$ cat src/hpsc_pkg.sv
`default_nettype none
package hpsc_pkg;
   localparam int ADDR_W = 8;
   localparam int DATA_W = 8;
   localparam logic [7:0] STAGE_CTRL_OFS = 8'h5a;
   localparam logic [7:0] STAGE_CTRL_RST = 8'h00;
   localparam logic [7:0] RDATA_IDLE = 8'h00;
   localparam int RST_HOLD_CYC = 16;
   localparam int RST_SYNC_CYC = 2;
   // Input stage to middle stage gap, 20 us at 100 MHz
   localparam int STAGE_GAP_CYC = 2000;
   localparam int BIT_L_SHORT = 7;
   localparam int BIT_L_OUTP = 6;
   localparam int BIT_L_MID = 5;
   localparam int BIT_L_IN = 4;
   localparam int BIT_R_SHORT = 3;
   localparam int BIT_R_OUTP = 2;
   localparam int BIT_R_MID = 1;
   localparam int BIT_R_IN = 0;
endpackage
`default_nettype wire
$ cat src/hpsc_ctrl.sv
// Operation
// - Bit 7 releases left output short
// - Bit 6 enables left output stage
// - Bit 5 enables left intermediate stage
// - Bit 4 enables left input stage
// - Bit 3 releases right output short
// - Bit 2 enables right output stage
// - Bit 1 enables right intermediate stage
// - Bit 0 enables right input stage
// - Both outputs shorted out of reset
`default_nettype none
module hpsc_ctrl (
   // Clock and reset
   input wire logic CLK,
   input wire logic NRST,
   // Register port
   input wire logic [hpsc_pkg::ADDR_W-1:0] ADDR,
   input wire logic [hpsc_pkg::DATA_W-1:0] WDATA,
   input wire logic WR,
   input wire logic RD,
   output logic [hpsc_pkg::DATA_W-1:0] RDATA,
   // Left headphone driver controls
   output logic LEFT_HP_SHORT_RELEASE,
   output logic LEFT_HP_OUTPUT_STAGE_ON,
   output logic LEFT_HP_MIDDLE_STAGE_ON,
   output logic LEFT_HP_INPUT_STAGE_ON,
   // Right headphone driver controls
   output logic RIGHT_HP_SHORT_RELEASE,
   output logic RIGHT_HP_OUTPUT_STAGE_ON,
   output logic RIGHT_HP_MIDDLE_STAGE_ON,
   output logic RIGHT_HP_INPUT_STAGE_ON
);
   logic rst_meta_r;
   logic rst_sync_r;
   logic [7:0] ctrl_r;
   logic [7:0] rdata_r;
   logic wr_hit;
   logic rd_hit;

   // Register select; shared by write, read and the checks
   function automatic logic reg_hit(input logic [hpsc_pkg::ADDR_W-1:0] addr);
      return addr == hpsc_pkg::STAGE_CTRL_OFS;
   endfunction

   assign wr_hit = WR && reg_hit(ADDR);
   assign rd_hit = RD && reg_hit(ADDR);

   // Reset release synchroniser
   always_ff @(posedge CLK or negedge NRST) begin
      if (!NRST) begin
         rst_meta_r <= 1'h0;
         rst_sync_r <= 1'h0;
      end else begin
         rst_meta_r <= 1'h1;
         rst_sync_r <= rst_meta_r;
      end
   end

   // Stage control register; shorts held after reset
   always_ff @(posedge CLK or negedge rst_sync_r) begin
      if (!rst_sync_r) begin
         ctrl_r <= hpsc_pkg::STAGE_CTRL_RST;
      end else if (wr_hit) begin
         ctrl_r <= WDATA;
      end
   end

   // Read data, zero for unmapped addresses
   always_ff @(posedge CLK or negedge rst_sync_r) begin
      if (!rst_sync_r) begin
         rdata_r <= hpsc_pkg::RDATA_IDLE;
      end else if (rd_hit) begin
         rdata_r <= ctrl_r;
      end else begin
         rdata_r <= hpsc_pkg::RDATA_IDLE;
      end
   end

   assign RDATA = rdata_r;
   assign LEFT_HP_SHORT_RELEASE = ctrl_r[hpsc_pkg::BIT_L_SHORT];
   assign LEFT_HP_OUTPUT_STAGE_ON = ctrl_r[hpsc_pkg::BIT_L_OUTP];
   assign LEFT_HP_MIDDLE_STAGE_ON = ctrl_r[hpsc_pkg::BIT_L_MID];
   assign LEFT_HP_INPUT_STAGE_ON = ctrl_r[hpsc_pkg::BIT_L_IN];
   assign RIGHT_HP_SHORT_RELEASE = ctrl_r[hpsc_pkg::BIT_R_SHORT];
   assign RIGHT_HP_OUTPUT_STAGE_ON = ctrl_r[hpsc_pkg::BIT_R_OUTP];
   assign RIGHT_HP_MIDDLE_STAGE_ON = ctrl_r[hpsc_pkg::BIT_R_MID];
   assign RIGHT_HP_INPUT_STAGE_ON = ctrl_r[hpsc_pkg::BIT_R_IN];

   // Each output follows the bit written one cycle earlier
   a_left_short: assert property (
      @(posedge CLK) disable iff (!rst_sync_r)
      wr_hit
      |=> LEFT_HP_SHORT_RELEASE == $past(WDATA[hpsc_pkg::BIT_L_SHORT]))
      else $error("left short release does not follow write");

   a_left_outp: assert property (
      @(posedge CLK) disable iff (!rst_sync_r)
      wr_hit
      |=> LEFT_HP_OUTPUT_STAGE_ON == $past(WDATA[hpsc_pkg::BIT_L_OUTP]))
      else $error("left output stage does not follow write");

   a_left_mid: assert property (
      @(posedge CLK) disable iff (!rst_sync_r)
      wr_hit
      |=> LEFT_HP_MIDDLE_STAGE_ON == $past(WDATA[hpsc_pkg::BIT_L_MID]))
      else $error("left middle stage does not follow write");

   a_left_in: assert property (
      @(posedge CLK) disable iff (!rst_sync_r)
      wr_hit
      |=> LEFT_HP_INPUT_STAGE_ON == $past(WDATA[hpsc_pkg::BIT_L_IN]))
      else $error("left input stage does not follow write");

   a_right_short: assert property (
      @(posedge CLK) disable iff (!rst_sync_r)
      wr_hit
      |=> RIGHT_HP_SHORT_RELEASE == $past(WDATA[hpsc_pkg::BIT_R_SHORT]))
      else $error("right short release does not follow write");

   a_right_outp: assert property (
      @(posedge CLK) disable iff (!rst_sync_r)
      wr_hit
      |=> RIGHT_HP_OUTPUT_STAGE_ON == $past(WDATA[hpsc_pkg::BIT_R_OUTP]))
      else $error("right output stage does not follow write");

   a_right_mid: assert property (
      @(posedge CLK) disable iff (!rst_sync_r)
      wr_hit
      |=> RIGHT_HP_MIDDLE_STAGE_ON == $past(WDATA[hpsc_pkg::BIT_R_MID]))
      else $error("right middle stage does not follow write");

   a_right_in: assert property (
      @(posedge CLK) disable iff (!rst_sync_r)
      wr_hit
      |=> RIGHT_HP_INPUT_STAGE_ON == $past(WDATA[hpsc_pkg::BIT_R_IN]))
      else $error("right input stage does not follow write");

   // Register holds without a write; other addresses leave it alone
   a_short_held: assert property (
      @(posedge CLK) disable iff (!rst_sync_r)
      !wr_hit
      |=> $stable(ctrl_r))
      else $error("control changed without a write");

   a_refused_write: assert property (
      @(posedge CLK) disable iff (!rst_sync_r)
      WR && !reg_hit(ADDR)
      |=> $stable(ctrl_r))
      else $error("write to another address changed control");

   // Shorts applied in reset and kept until software releases them
   a_reset_shorts: assert property (
      @(posedge CLK)
      !rst_sync_r
      |-> !LEFT_HP_SHORT_RELEASE && !RIGHT_HP_SHORT_RELEASE)
      else $error("output short released during reset");

   a_release_quiet: assert property (
      @(posedge CLK)
      $rose(rst_sync_r)
      |-> ctrl_r == hpsc_pkg::STAGE_CTRL_RST)
      else $error("control not at reset value after release");

   a_left_release: assert property (
      @(posedge CLK) disable iff (!rst_sync_r)
      $rose(LEFT_HP_SHORT_RELEASE)
      |-> $past(wr_hit) && $past(WDATA[hpsc_pkg::BIT_L_SHORT]))
      else $error("left short released without a write of one");

   a_right_release: assert property (
      @(posedge CLK) disable iff (!rst_sync_r)
      $rose(RIGHT_HP_SHORT_RELEASE)
      |-> $past(wr_hit) && $past(WDATA[hpsc_pkg::BIT_R_SHORT]))
      else $error("right short released without a write of one");

   // Read data one cycle after the strobe, idle otherwise
   a_read_back: assert property (
      @(posedge CLK) disable iff (!rst_sync_r)
      rd_hit && !WR
      |=> RDATA == $past(ctrl_r))
      else $error("read data wrong");

   a_read_idle: assert property (
      @(posedge CLK) disable iff (!rst_sync_r)
      !rd_hit
      |=> RDATA == hpsc_pkg::RDATA_IDLE)
      else $error("read data not idle without a read");

   a_reset_rdata: assert property (
      @(posedge CLK)
      !rst_sync_r
      |-> RDATA == hpsc_pkg::RDATA_IDLE)
      else $error("read data not idle during reset");

   // Main scenarios
   c_left_up: cover property (
      @(posedge CLK) disable iff (!rst_sync_r)
      LEFT_HP_INPUT_STAGE_ON ##[1:1000] LEFT_HP_SHORT_RELEASE);

   c_right_up: cover property (
      @(posedge CLK) disable iff (!rst_sync_r)
      RIGHT_HP_INPUT_STAGE_ON ##[1:1000] RIGHT_HP_SHORT_RELEASE);

   c_read: cover property (
      @(posedge CLK) disable iff (!rst_sync_r)
      rd_hit);

   c_refused_write: cover property (
      @(posedge CLK) disable iff (!rst_sync_r)
      WR && !reg_hit(ADDR));

   c_shutdown: cover property (
      @(posedge CLK) disable iff (!rst_sync_r)
      LEFT_HP_SHORT_RELEASE ##1 !LEFT_HP_SHORT_RELEASE && LEFT_HP_INPUT_STAGE_ON);
endmodule
`default_nettype wire

$ cat config.mk
export PLATFORM = sky130hd
export DESIGN_NAME = hpsc_ctrl
export DESIGN_NICKNAME = d
export VERILOG_FILES = /design/src/hpsc_pkg.sv /design/src/hpsc_ctrl.sv
export SDC_FILE = /design/constraint.sdc
export NUM_CORES = 1
export LEC_CHECK = 0
export BUFFER_PORTS_ARGS = -buffer_cell sky130_fd_sc_hd__buf_2
export CELL_PAD_IN_SITES_DETAIL_PLACEMENT = 1
export CELL_PAD_IN_SITES_GLOBAL_PLACEMENT = 2
export CORE_UTILIZATION = 28
export DETAILED_ROUTE_END_ITERATION = 10
export GPL_TIMING_DRIVEN = 1
export PLACE_DENSITY_LB_ADDON = 0.1
export SLEW_MARGIN = 5
export SYNTH_ARGS = -nofsm -noshare
export SYNTH_HDL_FRONTEND = slang
export SYNTH_SLANG_ARGS = --single-unit
$ cat constraint.sdc
create_clock -name CLK -period 0.8 [get_ports CLK]
set_input_delay 0 -clock CLK [delete_from_list [all_inputs] [get_ports CLK]]
set_output_delay 0 -clock CLK [all_outputs]
set_load 0.03 [all_outputs]
# --- Word level (Yosys, flattened, before mapping) ---
# Index checks and enable logic that the tools add are counted.
op_classes:
  n_eq_ne: 1
  reduce_logical: 2
  n_mux: 1
op_table:
  columns: ["cell", "count"]
  rows:
  - ["== test 8 x 7 -> 1 bit, second input constant", 1]
  - ["two-way mux 8 bit", 1]
  - ["logical AND 1 bit", 2]
totals:
  input_bits: 20
  out_inout_bits: 16
  reg_bits: 18
  word_cells: 8

# --- Depth between registers and ports, before layout ---
logic_depth:
  depth_word: 3
  depth_mapped: 3
  ltp_nobuf: 3

# --- Worst setup path after synthesis ---
# OpenSTA, ideal clock, no wires.
synth_timing:
  path_type: "flip-flop to flip-flop"
  start: "reg, netlist name ctrl_r[0]"
  end: "reg ctrl_r[0]"
  setup_ps: 125
  path_buffers: 0
  synth_period_minus_slack_ps: 890
  t_required_ps: 675
  setup_slack_ps: -90
  arrival_time_ps: 766
  stages_incl_launch_ff: 2
  cell_sequence: "dfrtp_1 > mux2_2"
synth_lines:
  columns: ["element", "line_no", "rtl"]
  rows:
  - ["end signal, assigned", "hpsc_ctrl.sv:62", "ctrl_r <= hpsc_pkg::STAGE_CTRL_RST;"]
  - ["end, declared", "hpsc_ctrl.sv:35", "logic [7:0] ctrl_r;"]

# --- Worst setup path in the final report ---
layout_timing:
  start: "reg ctrl_r[7]"
  end: "out LEFT_HP_SHORT_RELEASE"
layout_lines:
  columns: ["element", "line_no", "rtl"]
  rows:
  - ["end, declared", "hpsc_ctrl.sv:23", "output logic LEFT_HP_SHORT_RELEASE,"]
# No word-level cell between the ends.

==> results.toml <==
[run_status]
status = "finished with violations"
violations = "negative setup slack"

[clock_network]
cts_tree = "built"
clkLatencyLatePin_ps = 280
clockRootBuffer = "clkbuf_4"
clockBufferDepth = 2
htreeDepth = 1
cts_buffers = 3
path_clk_slew_ps = 100
clock_sinks = 18

[critical_path]
crit_family = "flip-flops"
crit_fanout = 3
regToRegEndpoint = "ctrl_r[6]"
crit_buf_inv = 1
worst-r2r-cell-count = 1
crit_cells = 1
r2r_start = "ctrl_r[6]"
path_cells = "buf_6"
worstPathArrival_ps = 860
slowest_delay_ps = 430
endpoint_kind = "primary output"
reg2reg_slack_ps = 0
cp-start-kind = "register"
crit_type = "reg -> out"
crit_slowest_cell = "dfrtp_2"
cp.required_ps = 800

[timing]
setup_violations = 16
worst_slack_ps = -57.71
skew_ps = 3.338
tns_ps = -459.4
drv_slew = 0
rsz0062_at_grt = "yes"
layout_min_cycle_time_ps = 857.7
fmax_ghz = 1.166
finalHoldViolCount = 0
fin_crit_sh_pct = 107.2

[placed_design]
dp.cells = 104
pre_cts_slack_ps = -207.5
port-buffer-count = 35
place_congestion = 0.6709
dpl_cell_area_sq_um = 879.6

[hold_path]
min_path_type = "reg -> async"

[yosys]
syn_avg_cell_area_sq_um = 16.52
syn-cell-area_sq_um = 644.4
seq_area_frac_synth_pct = 69.90
ys_warn_count = 0
synth.distinct_cells = 7
syn_inst = 39
yosys_register_bits = 18
syn_nets = 59

[cells_and_area]
area_growth_pct = 78.45
final_common_cell = "buf_2"
fin_nets = 112
drive_gt1_share_pct = 68.13
layout_common_cells = "buf_2, buf_6, dfrtp_1, dlygate4sd3_1"
stdcell_count = 119
fin_area_sq_um = 1150
antenna_cells = 0

[global_route]
antenna_found_initial = 0
grt_max_degree = 12
grt_pass1_wl_mm = 2.118
gr-total-overflow = 0
grt_pass1_vias = 480
track_usage_pct = 11.67

[die]
core_sq_um = 2191
start_util_pct = 29.41
io_pins = 36
dieArea_sq_um = 2497
die_x_um = 49.97
row_count = 17
fp.dieH_um = 49.97

[drt]
vias = 495
vias_per_cell = 4.160
drt_first_pass_iters = 3
wl_mm = 1.332
drt_iter0_drc = 1
final_antenna_net_count = 0
routedWlPerCell_um = 11.19
remaining_drc_errors = 0

[power_and_ir_drop]
cellLeakagePower_nw = 0.5965
powerDensity_nw_per_um2 = 1503
ir_drop_mv = 0.9013

[run]
maxCapViolCount = 0
-- logic make-up (layout without fill, tap and decap cells) --
kind of cell	Yosys count	after routing	synth area share, %
DFF	18	18	69.90
and+or+nand+nor	12	12	15.53
muxes	8	8	13.98
other	1	1	0.5820
buffers and inverters	0	52	0
-- metal layers --
layer,track usage [%],routed length [um],part of all wire (%)
met1,15.18,619,46
met2,18.47,618,46
met3,2.160,94,7.1
met4,5.714,0,0
met5,0,0,0
-- cell type report --
| type | count | area, sq um |
|---|---|---|
| Tap cell | 28 | 35.03 |
| Sequential cell | 18 | 460.4 |
| Timing Repair Buffer | 48 | 397.9 |
| Multi-Input combinational cell | 21 | 220.2 |
| Clock buffer | 4 | 36.28 |
| Fill cell | 225 | 1041 |
-- cell usage after synthesis --
master	n	share of area, %
and4bb_2	2	3.9
conb_1	1	0.58
dfrtp_1	18	70
mux2_2	8	14
nand3_4	1	2.7
and2_1	8	7.8
and3_2	1	1.2
-- how the worst max path moves through the flow --
stage,start,to,slack (ps)
global placement,ADDR[7],ctrl_r[5],-180
finish,ctrl_r[7],LEFT_HP_SHORT_RELEASE,-60
detailed placement,ADDR[7],ctrl_r[6],-210
global route,ctrl_r[4],LEFT_HP_INPUT_STAGE_ON,-100
floorplan,ctrl_r[0],ctrl_r[0],-50
CTS,ctrl_r[7],LEFT_HP_SHORT_RELEASE,-70
-- per-stage QoR --
step,power (mW),util [%],hold slack (ps)
floorplan,1.043,-,-295.6
global placement,1.124,40.15,-214.2
detailed placement,1.127,40.15,-211.0
CTS,1.745,51.46,140.2
global route,1.821,52.48,175.7
finish,1.728,52.48,159.8
-- registers in the layout, summed over array words and instances (netlist names) --
signal and flops:
ctrl_r 8, RDATA 8, rst_meta_r 1, rst_sync_r 1
-- timing repair --
action / CTS / global route
pin swaps: 0 / 0
resized for setup: 35 / 4
setup endpoints to repair: 16 / 24
hold endpoints to repair: 10 / 0
hold buffers: 10 / 0
buffers inserted: 0 / 1
-- power breakdown --
group,total [mW],switching [mW],internal (mW)
clock network,0.542,0.265,0.277
registers,0.957,0.0194,0.937
logic,0.230,0.0920,0.138
(Power assumes the default switching activity.)
